<file path="config.mk">
export PLATFORM = sky130hd
export DESIGN_NAME = mps_core
export DESIGN_NICKNAME = d
export VERILOG_FILES = /design/src/hw/mps_core.v
export VERILOG_INCLUDE_DIRS = /design/src /design/src/hw
export SDC_FILE = /design/constraint.sdc
export NUM_CORES = 1
export LEC_CHECK = 0
export ABC_AREA = 1
export BUFFER_PORTS_ARGS = -buffer_cell sky130_fd_sc_hd__clkbuf_2
export CORE_ASPECT_RATIO = 0.5
export CORE_MARGIN = 3
export CORE_UTILIZATION = 60
export CTS_BUF_LIST = sky130_fd_sc_hd__clkbuf_4
export DETAILED_ROUTE_END_ITERATION = 8
export GPL_ROUTABILITY_DRIVEN = 0
export PLACE_DENSITY = 0.91
export SYNTH_ARGS = -nofsm -noshare
export SYNTH_HDL_FRONTEND = slang
export SYNTH_SLANG_ARGS = --single-unit
</file>
<file path="constraint.sdc">
create_clock -name pclk -period 10.5 [get_ports pclk]
set_input_delay 1.05 -clock pclk [delete_from_list [all_inputs] [get_ports pclk]]
set_output_delay 1.05 -clock pclk [all_outputs]
set_load 0.005 [all_outputs]
</file>
<file path="src/hw/mps_defines.vh">
// Constants for the program sequencer core: opcodes, ALU functions, registers, phases
`ifndef MPS_DEFINES_VH
`define MPS_DEFINES_VH

// Instruction fields
`define MPS_OP_HI       15
`define MPS_OP_LO       12
`define MPS_FN_HI       11
`define MPS_FN_LO       8
`define MPS_DEST_BIT    7
`define MPS_IMM_HI      7
`define MPS_ADDR_HI     11
`define MPS_DADDR_HI    6

// Opcodes
`define MPS_OP_NOP      4'h0
`define MPS_OP_ALU_A    4'h1
`define MPS_OP_ALU_M    4'h2
`define MPS_OP_SKIP     4'h3
`define MPS_OP_JMP      4'h4
`define MPS_OP_CALL     4'h5
`define MPS_OP_RET      4'h6
`define MPS_OP_INTERRUPT_EXIT_OP     4'h7

// Skip sub-functions
`define MPS_SK_SZ       4'h0
`define MPS_SK_SNZ      4'h1
`define MPS_SK_SIZ      4'h2
`define MPS_SK_SDZ      4'h3

// ALU functions
`define MPS_FN_ADD      4'h0
`define MPS_FN_ADC      4'h1
`define MPS_FN_SUB      4'h2
`define MPS_FN_SBC      4'h3
`define MPS_FN_DAA      4'h4
`define MPS_FN_AND      4'h5
`define MPS_FN_OR       4'h6
`define MPS_FN_XOR      4'h7
`define MPS_FN_CPL      4'h8
`define MPS_FN_RR       4'h9
`define MPS_FN_RRC      4'ha
`define MPS_FN_RL       4'hb
`define MPS_FN_RLC      4'hc
`define MPS_FN_INC      4'hd
`define MPS_FN_DEC      4'he
`define MPS_FN_MOV      4'hf

// Status flag positions and masks
`define MPS_ST_C        0
`define MPS_ST_AC       1
`define MPS_ST_Z        2
`define MPS_ST_OV       3
`define MPS_M_ALL       4'hf
`define MPS_M_Z         4'h4
`define MPS_M_CZ        4'h5
`define MPS_M_C         4'h1

// One-hot phase codes
`define MPS_PH_T1       4'b0001
`define MPS_PH_T2       4'b0010
`define MPS_PH_T3       4'b0100
`define MPS_PH_T4       4'b1000

// Register offsets and status layout
`define MPS_REG_PCL     8'h00
`define MPS_REG_STAT    8'h04
`define MPS_REG_ACC     8'h08
`define MPS_STAT_CNT_LO 8
`define MPS_STAT_FULL   12

// Reset values
`define MPS_PC_RST      12'h000
`define MPS_ACC_RST     8'h00
`define MPS_ST_RST      4'h0
`define MPS_PH_RST      `MPS_PH_T1

`endif

</file>
<file path="src/hw/mps_core.v">
// Program sequencer: phases, pipeline, program counter, return stack, ALU, APB slave
//
// Our own choices: the register offsets and register access over APB.
`timescale 1ns/1ps
`default_nettype none
`include "mps_defines.vh"

module mps_core #(
  parameter              STK_DEPTH  = 8,        // Return stack levels
  parameter              STK_PTR_W  = 3,        // Stack pointer width
  parameter [11:0]       INT_VECTOR = 12'h004   // Interrupt entry address
) (
  input  wire            pclk,                  // System clock
  input  wire            presetn,               // Async reset, active low
  input  wire            clk_en,                // Clock enable, freezes all state
  input  wire            psel,                  // APB select
  input  wire            penable,               // APB enable
  input  wire            pwrite,                // APB write
  input  wire [7:0]      paddr,                 // APB byte address
  input  wire [31:0]     pwdata,                // APB write data
  output wire [31:0]     prdata,                // APB read data
  output wire            pready,                // APB ready
  output wire            pslverr,               // APB error, unmapped address
  output wire [11:0]     imem_addr,             // Program memory address
  input  wire [15:0]     imem_rdata,            // Program memory word
  output wire [6:0]      dmem_addr,             // Data memory address
  input  wire [7:0]      dmem_rdata,            // Data memory read data
  output wire [7:0]      dmem_wdata,            // Data memory write data
  output wire            dmem_we,               // Data memory write strobe
  input  wire            int_req,               // Enabled interrupt request
  output wire            int_ack,               // Interrupt acknowledge pulse
  output wire [3:0]      instruction_cycle_phases // One-hot phase
);

  localparam [3:0] PH_T1 = `MPS_PH_T1;
  localparam [3:0] PH_T2 = `MPS_PH_T2;
  localparam [3:0] PH_T3 = `MPS_PH_T3;
  localparam [3:0] PH_T4 = `MPS_PH_T4;

  ////////////////////////////////////////////////////////////////////////////////
  // ALU: returns {flag mask, ov, z, ac, c, result}
  function [15:0] mps_alu;
    input [3:0] fn;
    input [7:0] a;
    input [7:0] b;
    input [3:0] st;
    reg   [8:0] s;
    reg   [4:0] h;
    reg   [7:0] bb;
    reg   [7:0] r;
    reg   [3:0] m;
    reg         ci;
    reg         c;
    reg         ac;
    reg         ov;
    begin
      s  = 9'h000;
      h  = 5'h00;
      bb = b;
      r  = 8'h00;
      m  = `MPS_M_Z;
      ci = 1'b0;
      c  = st[`MPS_ST_C];
      ac = st[`MPS_ST_AC];
      ov = st[`MPS_ST_OV];
      case (fn)
        `MPS_FN_ADD, `MPS_FN_ADC, `MPS_FN_SUB, `MPS_FN_SBC: begin
          if ((fn == `MPS_FN_SUB) || (fn == `MPS_FN_SBC))
            bb = ~b;
          if ((fn == `MPS_FN_ADC) || (fn == `MPS_FN_SBC))
            ci = st[`MPS_ST_C];
          else if (fn == `MPS_FN_SUB)
            ci = 1'b1;
          s  = {1'b0, a} + {1'b0, bb} + {8'h00, ci};
          h  = {1'b0, a[3:0]} + {1'b0, bb[3:0]} + {4'h0, ci};
          r  = s[7:0];
          c  = s[8];
          ac = h[4];
          ov = (a[7] == bb[7]) && (s[7] != a[7]);
          m  = `MPS_M_ALL;
        end
        `MPS_FN_DAA: begin
          s = {1'b0, a};
          if ((a[3:0] > 4'h9) || st[`MPS_ST_AC])
            s = s + 9'h006;
          if ((s[7:4] > 4'h9) || st[`MPS_ST_C] || s[8])
            s = s + 9'h060;
          r = s[7:0];
          c = s[8] | st[`MPS_ST_C];
          m = `MPS_M_CZ;
        end
        `MPS_FN_AND: r = a & b;
        `MPS_FN_OR:  r = a | b;
        `MPS_FN_XOR: r = a ^ b;
        `MPS_FN_CPL: r = ~b;
        `MPS_FN_RR:  begin
          r = {b[0], b[7:1]};
          m = 4'h0;
        end
        `MPS_FN_RRC: begin
          r = {st[`MPS_ST_C], b[7:1]};
          c = b[0];
          m = `MPS_M_C;
        end
        `MPS_FN_RL:  begin
          r = {b[6:0], b[7]};
          m = 4'h0;
        end
        `MPS_FN_RLC: begin
          r = {b[6:0], st[`MPS_ST_C]};
          c = b[7];
          m = `MPS_M_C;
        end
        `MPS_FN_INC: r = b + 8'h01;
        `MPS_FN_DEC: r = b - 8'h01;
        default:     begin
          r = b;
          m = 4'h0;
        end
      endcase
      mps_alu = {m, ov, (r == 8'h00), ac, c, r};
    end
  endfunction

  ////////////////////////////////////////////////////////////////////////////////
  // State
  reg  [3:0]            phase_r;
  reg  [11:0]           pc_r;
  reg  [15:0]           ir_r;
  reg                   ir_vld_r;
  reg  [7:0]            acc_r;
  reg  [3:0]            stat_r;
  reg  [11:0]           stk_mem [0:STK_DEPTH-1];
  reg  [STK_PTR_W-1:0]  stk_top_r;
  reg  [STK_PTR_W:0]    stk_cnt_r;
  reg                   pcl_pend_r;
  reg  [7:0]            pcl_val_r;
  reg  [6:0]            dmem_addr_r;
  reg  [7:0]            dmem_wdata_r;
  reg                   dmem_we_r;
  reg                   int_ack_r;
  reg  [31:0]           prdata_r;
  reg                   pready_r;
  reg                   pslverr_r;

  // Decode and execute terms
  reg                   t4;
  reg                   exe;
  reg  [3:0]            fn;
  reg  [7:0]            opnd;
  reg  [15:0]           alu_o;
  reg                   redir;
  reg  [11:0]           tgt;
  reg                   push;
  reg                   pop;
  reg                   wr_acc;
  reg                   wr_mem;
  reg                   wr_st;
  reg                   ack;
  reg                   redir_nxt;
  reg  [11:0]           pc_nxt;

  wire [3:0]            op      = ir_r[`MPS_OP_HI:`MPS_OP_LO];
  wire [3:0]            sub     = ir_r[`MPS_FN_HI:`MPS_FN_LO];
  wire                  dest_m  = ir_r[`MPS_DEST_BIT];
  wire                  stk_full = (stk_cnt_r == STK_DEPTH[STK_PTR_W:0]);
  wire [STK_PTR_W-1:0]  stk_pop_idx = stk_top_r - {{(STK_PTR_W-1){1'b0}}, 1'b1};
  wire                  apb_acc = psel & penable & pready_r;
  wire                  apb_wr  = apb_acc & pwrite & ~pslverr_r;
  wire                  pcl_wr  = apb_wr & (paddr == `MPS_REG_PCL);

  ////////////////////////////////////////////////////////////////////////////////
  // Execute stage, resolved in the last phase of each cycle
  always @* begin
    t4     = (phase_r == PH_T4);
    exe    = t4 & ir_vld_r;
    fn     = sub;
    if (op == `MPS_OP_SKIP) begin
      case (sub)
        `MPS_SK_SIZ: fn = `MPS_FN_INC;
        `MPS_SK_SDZ: fn = `MPS_FN_DEC;
        default:     fn = `MPS_FN_MOV;
      endcase
    end
    opnd   = (op == `MPS_OP_ALU_A) ? ir_r[`MPS_IMM_HI:0] : dmem_rdata;
    alu_o  = mps_alu(fn, acc_r, opnd, stat_r);
    redir  = 1'b0;
    tgt    = pc_r;
    push   = 1'b0;
    pop    = 1'b0;
    wr_acc = 1'b0;
    wr_mem = 1'b0;
    wr_st  = 1'b0;
    ack    = 1'b0;
    if (exe) begin
      case (op)
        `MPS_OP_ALU_A: begin
          wr_acc = 1'b1;
          wr_st  = 1'b1;
        end
        `MPS_OP_ALU_M: begin
          wr_mem = dest_m;
          wr_acc = ~dest_m;
          wr_st  = 1'b1;
        end
        `MPS_OP_SKIP: begin
          wr_mem = dest_m & ((sub == `MPS_SK_SIZ) | (sub == `MPS_SK_SDZ));
          wr_acc = ~dest_m & ((sub == `MPS_SK_SIZ) | (sub == `MPS_SK_SDZ));
          if ((sub == `MPS_SK_SNZ) ? (alu_o[7:0] != 8'h00) : (alu_o[7:0] == 8'h00)) begin
            redir = 1'b1;
            tgt   = pc_r + 12'h001;
          end
        end
        `MPS_OP_JMP: begin
          redir = 1'b1;
          tgt   = ir_r[`MPS_ADDR_HI:0];
        end
        `MPS_OP_CALL: begin
          push  = 1'b1;
          redir = 1'b1;
          tgt   = ir_r[`MPS_ADDR_HI:0];
        end
        `MPS_OP_RET, `MPS_OP_INTERRUPT_EXIT_OP: begin
          pop   = 1'b1;
          redir = 1'b1;
          tgt   = stk_mem[stk_pop_idx];
        end
        default: ;
      endcase
    end
    // Interrupt only in a cycle with no other redirect and a free level
    if (t4 && !redir && int_req && !stk_full && !pcl_pend_r && !pcl_wr) begin
      push  = 1'b1;
      redir = 1'b1;
      tgt   = INT_VECTOR;
      ack   = 1'b1;
    end
    // Low byte write takes the jump within the current page
    redir_nxt = redir | pcl_pend_r;
    pc_nxt    = pcl_pend_r ? {pc_r[11:8], pcl_val_r} : tgt;
    if (!redir_nxt)
      pc_nxt  = pc_r + 12'h001;
  end

  ////////////////////////////////////////////////////////////////////////////////
  // Phase sequencer, one-hot
  always @(posedge pclk or negedge presetn) begin
    if (!presetn) begin
      phase_r <= `MPS_PH_RST;
    end else if (clk_en) begin
      case (phase_r)
        PH_T1:   phase_r <= PH_T2;
        PH_T2:   phase_r <= PH_T3;
        PH_T3:   phase_r <= PH_T4;
        PH_T4:   phase_r <= PH_T1;
        default: phase_r <= PH_T1;
      endcase
    end
  end

  ////////////////////////////////////////////////////////////////////////////////
  // Fetch, program counter, accumulator and status
  always @(posedge pclk or negedge presetn) begin
    if (!presetn) begin
      pc_r     <= `MPS_PC_RST;
      ir_r     <= 16'h0000;
      ir_vld_r <= 1'b0;
      acc_r    <= `MPS_ACC_RST;
      stat_r   <= `MPS_ST_RST;
    end else if (clk_en && t4) begin
      ir_r     <= imem_rdata;
      ir_vld_r <= ~redir_nxt;
      pc_r     <= pc_nxt;
      if (wr_acc)
        acc_r  <= alu_o[7:0];
      if (wr_st)
        stat_r <= (stat_r & ~alu_o[15:12]) | (alu_o[11:8] & alu_o[15:12]);
    end
  end

  ////////////////////////////////////////////////////////////////////////////////
  // Return stack, circular so an overflowing push drops the oldest entry
  always @(posedge pclk) begin
    if (clk_en && push)
      stk_mem[stk_top_r] <= pc_r;
  end

  always @(posedge pclk or negedge presetn) begin
    if (!presetn) begin
      stk_top_r <= {STK_PTR_W{1'b0}};
      stk_cnt_r <= {(STK_PTR_W+1){1'b0}};
    end else if (clk_en) begin
      if (push) begin
        stk_top_r <= stk_top_r + {{(STK_PTR_W-1){1'b0}}, 1'b1};
        if (!stk_full)
          stk_cnt_r <= stk_cnt_r + {{STK_PTR_W{1'b0}}, 1'b1};
      end else if (pop) begin
        stk_top_r <= stk_pop_idx;
        if (stk_cnt_r != {(STK_PTR_W+1){1'b0}})
          stk_cnt_r <= stk_cnt_r - {{STK_PTR_W{1'b0}}, 1'b1};
      end
    end
  end

  ////////////////////////////////////////////////////////////////////////////////
  // Data memory port and interrupt acknowledge
  always @(posedge pclk or negedge presetn) begin
    if (!presetn) begin
      dmem_addr_r  <= 7'h00;
      dmem_wdata_r <= 8'h00;
      dmem_we_r    <= 1'b0;
      int_ack_r    <= 1'b0;
    end else if (clk_en) begin
      if (phase_r == PH_T1)
        dmem_addr_r <= ir_r[`MPS_DADDR_HI:0];                   // Operand address
      dmem_we_r    <= wr_mem;
      if (wr_mem)
        dmem_wdata_r <= alu_o[7:0];
      int_ack_r    <= ack;
    end
  end

  ////////////////////////////////////////////////////////////////////////////////
  // APB slave, one wait-free access phase
  always @(posedge pclk or negedge presetn) begin
    if (!presetn) begin
      pready_r   <= 1'b0;
      pslverr_r  <= 1'b0;
      prdata_r   <= 32'h0000_0000;
      pcl_pend_r <= 1'b0;
      pcl_val_r  <= 8'h00;
    end else if (clk_en) begin
      pready_r  <= psel & ~penable;
      pslverr_r <= 1'b0;
      prdata_r  <= 32'h0000_0000;
      if (psel && !penable) begin
        case (paddr)
          `MPS_REG_PCL:  prdata_r <= {24'h000000, pc_r[7:0]};
          `MPS_REG_STAT: begin
            prdata_r[`MPS_ST_OV:`MPS_ST_C] <= stat_r;
            prdata_r[`MPS_STAT_CNT_LO+STK_PTR_W:`MPS_STAT_CNT_LO] <= stk_cnt_r;
            prdata_r[`MPS_STAT_FULL] <= stk_full;
          end
          `MPS_REG_ACC:  prdata_r <= {24'h000000, acc_r};
          default:       pslverr_r <= 1'b1;
        endcase
      end
      // Write wins over the consumption at the phase boundary
      if (pcl_wr) begin
        pcl_pend_r <= 1'b1;
        pcl_val_r  <= pwdata[7:0];
      end else if (t4) begin
        pcl_pend_r <= 1'b0;
      end
    end
  end

  ////////////////////////////////////////////////////////////////////////////////
  // Outputs
  assign prdata                   = prdata_r;
  assign pready                   = pready_r;
  assign pslverr                  = pslverr_r;
  assign imem_addr                = pc_r;
  assign dmem_addr                = dmem_addr_r;
  assign dmem_wdata               = dmem_wdata_r;
  assign dmem_we                  = dmem_we_r;
  assign int_ack                  = int_ack_r;
  assign instruction_cycle_phases = phase_r;

endmodule
`default_nettype wire

</file>
# Word level (Yosys, flattened, before mapping)
# Memories as Yosys holds them, arrays and structs flattened.
# Index checks and enable logic that the tools add are counted.
dict set report totals {
  ff_bits 112
  ram_bits 96
  inputBits 71
  wordCells 201
  memories 1
}
dict set report op_classes {
  n_addsub 13
  order_cmp 2
  eq_ne 41
  mux 57
  n_bitwise 24
  reduce_logical 45
}
# name depth word_bits read_ports rd_clocked_by_memory_dff write_ports line
set memory_table {}
lappend memory_table {stk_mem 8 12 1 0 1 mps_core.v:133} ;# reg [11:0] stk_mem [0:STK_DEPTH-1];
# operator count
set op_table {}
lappend op_table {{8-bit case mux with 12 select lines} 1}
lappend op_table {{12-bit two-way mux} 5}
lappend op_table {{4-bit by 3-bit equality test with 1-bit output, second input constant} 9}
lappend op_table {{4-bit equality test, second input constant} 9}
lappend op_table {{9-bit two-way mux} 4}
lappend op_table {{12-bit case mux with 3 select lines} 1}
lappend op_table {{4-bit by 2-bit equality test with 1-bit output, second input constant} 7}
lappend op_table {{1-bit two-way mux} 25}
lappend op_table {{8-bit two-way mux} 3}
lappend op_table {{4-bit case mux with 3 select lines} 2}
lappend op_table {{4-bit two-way mux} 5}
lappend op_table {{4-bit by 1-bit equality test with 1-bit output, second input constant} 4}
lappend op_table {{8-bit zero test} 2}
lappend op_table {{4-bit case mux with 4 select lines} 1}
lappend op_table {{2-bit AND reduction} 7}
lappend op_table {{13-bit two-way mux} 1}
lappend op_table {{12-bit by 1-bit adder with 12-bit output, second input constant} 1}
lappend op_table {{8-bit by 3-bit adder with 9-bit output, second input constant} 1}
lappend op_table {{8-bit by 8-bit adder with 9-bit output} 1}
lappend op_table {{9-bit by 1-bit adder with 9-bit output} 1}
lappend op_table {{9-bit by 7-bit adder with 9-bit output, second input constant} 1}
lappend op_table {{1-bit bitwise AND} 9}
lappend op_table {{1-bit logical AND} 9}
lappend op_table {{8-bit by 1-bit adder with 8-bit output, second input constant} 1}
lappend op_table {{47 further kinds} 72}

# Depth between registers and ports, before layout
dict set report depth {
  word_depth 26
  ltp_mapped 37
  depth_no_buf 37
}

# Worst setup path after synthesis
# Ideal clock, no wire load.
dict set report synth_path {
  kind {flip-flop to flip-flop}
  start {register ir_r[15]}
  end {memory stk_mem[0][0], enable pin}
  setup_ns 0.396
  arrival_time_ns 5.041
  path_slack_ns 5.063
  stages_incl_launch_ff 30
  path_buffers 0
  path_cell_list {dfrtp_1 > inv_2 > nand2_1 > nor2_8 > nor2_2 > inv_1 > nor2_1 > xor2_1 > fa_1 > inv_1 > fa_1 > inv_1 > nand3_1 > nand2_1 > a21oi_1 > o21ba_2 > or2_2 > nand3_1 > nand3_1 > nor2_1 > nand2_1 > nor2_2 > nand3_2 > nand2_1 > nand3_2 > nand2_4 > nand2_4 > nand2_4 > nand3_2 > nor3_1}
}
dict set report synth_via {
  elab_chain_cells 24
}
# item line
set synth_rtl {}
lappend synth_rtl {{from (decl)} mps_core.v:129} ;# reg [15:0] ir_r;
lappend synth_rtl {{from (signal assigned)} mps_core.v:271} ;# ir_r <= imem_rdata;
lappend synth_rtl {{4-bit by 2-bit equality test with 1-bit output} mps_core.v:196} ;# case (op)
lappend synth_rtl {{4-bit two-way mux} mps_core.v:178} ;# if (op == `MPS_OP_SKIP) begin
lappend synth_rtl {{4-bit by 2-bit equality test with 1-bit output} n/a}
lappend synth_rtl {{1-bit logical OR} mps_core.v:68} ;# if ((fn == `MPS_FN_SUB) || (fn == `MPS_FN_SBC))
lappend synth_rtl {{8-bit two-way mux} mps_core.v:68}
lappend synth_rtl {{8-bit two-way mux} mps_core.v:66} ;# case (fn)
lappend synth_rtl {{8-bit by 8-bit adder with 9-bit output} mps_core.v:74} ;# s = {1'b0, a} + {1'b0, bb} + {8'h00, ci};
lappend synth_rtl {{9-bit by 1-bit adder with 9-bit output} mps_core.v:74}
lappend synth_rtl {{(+4 left out)} n/a}
lappend synth_rtl {{1-bit case mux with 2 select lines} mps_core.v:196}
lappend synth_rtl {{1-bit two-way mux} mps_core.v:195} ;# if (exe) begin
lappend synth_rtl {{1-bit zero test} mps_core.v:232} ;# if (t4 && !redir && int_req && !stk_full && !pcl_pend_r && !pcl_wr) begin
lappend synth_rtl {{1-bit logical AND (5 in series)} mps_core.v:232}
lappend synth_rtl {{1-bit two-way mux *} mps_core.v:232}
lappend synth_rtl {{1-bit logical AND *} mps_core.v:284} ;# if (clk_en && push)
lappend synth_rtl {{1-bit two-way mux *} mps_core.v:284}
lappend synth_rtl {{1-bit two-way mux (not written as such) *} mps_core.v:285} ;# stk_mem[stk_top_r] <= pc_r;
lappend synth_rtl {{to (decl)} mps_core.v:133}
# Mark *: on every way between the ends. The rest lies on a longest branch, timed or not. The select of a mux whose other input is x is not followed.

# Worst setup path after layout
dict set report layout_path {
  start {register ir_r[15]}
  end {memory stk_mem[6][7], enable pin}
}
# The elaborated chain is that of the path after synthesis.

==> results.sh <==
export IMPL_outcome="finished, final reports clean"
export IMPL_setup_viol=0
export IMPL_chipHeight_um=101
export IMPL_fill_cells=1313
export IMPL_core_area_sq_um=17500
export IMPL_final_cell_mix="nand2_1 (317), inv_1 (112), edfxtp_1 (96)"
export IMPL_ys_seq_area_share_pct=48.2
export IMPL_critPathMaxStageDelay_ns=0.83
export IMPL_synthTopCellsByArea="edfxtp_1 (27%), dfrtp_1 (21%), nand2_1 (11%)"
export IMPL_tns_ns=0
export IMPL_cts_made_buffers=17
export IMPL_grt_pass1_vias=9227
export IMPL_via_per_inst=6.20
export IMPL_cts_root_buffer="clkbuf_4"
export IMPL_cts_tree="done"
export IMPL_holdBufCountCts=0
export IMPL_port_buffers=94
export IMPL_num_io_pins=138
export IMPL_yosysTopAreaCell="edfxtp_1"
export IMPL_ys_types=57
export IMPL_multiInputGateArea_sq_um=4900
export IMPL_skew_ns=0.0351
export IMPL_initial_utilization_pct=61.7
export IMPL_fin_area_sq_um=11800
export IMPL_cp_arrival_ns=7.01
export IMPL_cp_start_kind="flip-flop"
export IMPL_regArea_sq_um=5210
export IMPL_finalWirelength_mm=29.2
export IMPL_fmax_mhz=149
export IMPL_die_w_um=196
export IMPL_maxSlewHeadroom_pct=28.9
export IMPL_syn_area_per_cell_sq_um=8.68
export IMPL_final_common_cell="nand2_1"
export IMPL_p_leak_nw=5.34
export IMPL_grt_use_total_pct=28.9
export IMPL_synthFlopType="edfxtp_1"
export IMPL_drtPass1Iterations=6
export IMPL_end_kind="flip-flop"
export IMPL_period_minus_slack_ns=6.69
export IMPL_dpl_cell_area_sq_um=11500
export IMPL_cts_repair_resized=0
export IMPL_fin_crit_sh_pct=63.8
export IMPL_antenna_found_initial=1
export IMPL_cts_setup_buffers=0
export IMPL_synth_seq_cells=189
export IMPL_clk_path_buf_depth=2
export IMPL_synth_edf_count=96
export IMPL_area_delta_synth_final_pct=8.82
export IMPL_dpl_hpwl_mm=20.8
export IMPL_worstMarginPinSlew_ns=1.06
export IMPL_async_reset_ff_share_pct=49.2
export IMPL_cts_sinks=189
export IMPL_die_area_sq_um=19800
export IMPL_critPathKind="reg2reg"
export IMPL_yosys_warnings=0
export IMPL_critPathMaxFanout=10
export IMPL_vias=9825
export IMPL_yosysTopAreaCellShare_pct=26.6
export IMPL_cp_slowest_cell="nor3_1"
export IMPL_rsz0062_at_grt="no"
export IMPL_finalMaxSlewViolations=0
export IMPL_drive_above_1_share_pct=16.1
export IMPL_crit_top_cell="nand2_1"
export IMPL_finalHoldViolCount=0
export IMPL_route_detailed_drc=0
export IMPL_num_rows=34
export IMPL_grt_pass1_wl_mm=45.5
export IMPL_drtIter0Drc=1424
export IMPL_power_per_cell_area_nw_per_um2=282
export IMPL_grt_ovfl_total=0
export IMPL_crit_required_ns=10.81
export IMPL_final_nets=1445
export IMPL_avgRoutedWirePerCell_um=18.4
export IMPL_syn_area_sq_um=10800
export IMPL_irDropWorstVdd_mv=0.117
export IMPL_ant_nets=0
export IMPL_clk_pin_slew_ns=0.19
export IMPL_clock_latency_ns=0.60
export IMPL_drv_cap=0
export IMPL_postSynthCellCount=1247
export IMPL_grt_max_degree=80
export IMPL_hp_class="in2async"
export IMPL_htree_levels=4
[synth_stat cells, drive strengths merged, types with 4 or more instances]
library cell	number
nand2	339
inv	128
nor2	98
edfxtp	96
dfrtp	92
o21ai	83
a21oi	80
nand3	73
ha	34
clkbuf	31
a221oi	23
nor3	23
buf	22
xor2	19
o22ai	18
nand4	15
o31ai	8
xnor2	8
nor4	6
o41ai	6
a221o	4
a31oi	4
clkinv	4
mux2	4
o211ai	4
or2	4
[final timing paths]
| path | startpoint | endpoint | slack, ns | cells after the start |
|---|---|---|---|---|
| worst min-delay path | presetn | dmem_wdata[5] | 0.25 | 1 |
| worst min register to register | prdata[8] | prdata[8] | 0.51 | 2 |
| worst max register to register | ir_r[15] | stk_mem[6][7] | 3.81 | 30 |
| max in group asynchronous | presetn | imem_addr[5] | 8.96 | 2 |
| min in group pclk | prdata[8] | prdata[8] | 0.51 | 2 |
| worst max-delay path | ir_r[15] | stk_mem[6][7] | 3.81 | 30 |
[metal layers]
layer	GRT usage, %	vias to the layer above	wire, um
li1	-	4386	-
met4	13.8	0	1340
met2	49.4	688	14000
met5	0	-	0
met1	36.6	4603	11000
met3	4.74	148	2840
[worst max-delay path, delay by kind of cell, from the launching register on]
kind / cells / cell delay [ns]
AO/OA/AOI/OAI: 2 / 0.31
AND/OR/NAND/NOR: 20 / 4.06
buffers and inverters: 5 / 0.72
adder cells (fa/ha/maj): 2 / 0.63
flip-flops: 1 / 0.46
XOR/XNOR: 1 / 0.25
[layout make-up]
| cell class | count | area share, % |
|---|---|---|
| Clock buffer | 17 | 1.08 |
| Multi-Input combinational cell | 891 | 41.6 |
| Timing Repair Buffer | 106 | 4.78 |
| Sequential cell | 189 | 44.3 |
| Inverter | 132 | 4.21 |
| Antenna cell | 1 | 0.0213 |
| Tap cell | 234 | 2.49 |
| Clock inverter | 15 | 1.53 |
[where the power goes]
group | internal (mW) | switching (mW)
registers | 0.916 | 0.174
logic | 0.578 | 1.24
clock network | 0.115 | 0.293
total | 1.61 | 1.71
[sequential cells by signal, indices dropped and copies added, names as in the netlist, named ones only]
signal,count
dmem_wdata,8
stk_top_r,3
pslverr,1
prdata,13
pcl_pend_r,1
dmem_addr,7
acc_r,8
pready,1
ir_r,16
int_ack,1
stk_mem,96
pcl_val_r,8
stk_cnt_r,4
instruction_cycle_phases,4
ir_vld_r,1
imem_addr,12
dmem_we,1
[metrics by stage]
step | worst slack, ns | total power [mW] | hold WS (ns) | utilization (%) | cells
floorplan | 5.06 | 2.32 | 0.442 | - | 1265
global placement | 4.31 | 2.74 | 0.464 | 65.4 | 1552
detailed placement | 4.08 | 2.84 | 0.474 | 65.4 | 1552
CTS | 4.01 | 3.24 | 0.250 | 67.2 | 1584
global route | 3.49 | 3.51 | 0.223 | 67.2 | 1585
finish | 3.81 | 3.32 | 0.252 | 67.2 | 1585
[cells by family (layout without fill, tap and decap cells)]
family | Yosys count | in the layout | share of synthesized area, %
AO/OA/AOI/OAI | 244 | 244 | 14.0
XOR/XNOR | 27 | 27 | 2.19
adder cells (fa/ha/maj) | 37 | 37 | 4.49
buffers and inverters | 185 | 270 | 7.18
flip-flops | 189 | 189 | 48.2
multiplexers | 4 | 4 | 0.416
other | 1 | 20 | 0.0347
AND/OR/NAND/NOR | 560 | 560 | 23.5
Power figures use the tool's default switching activity.
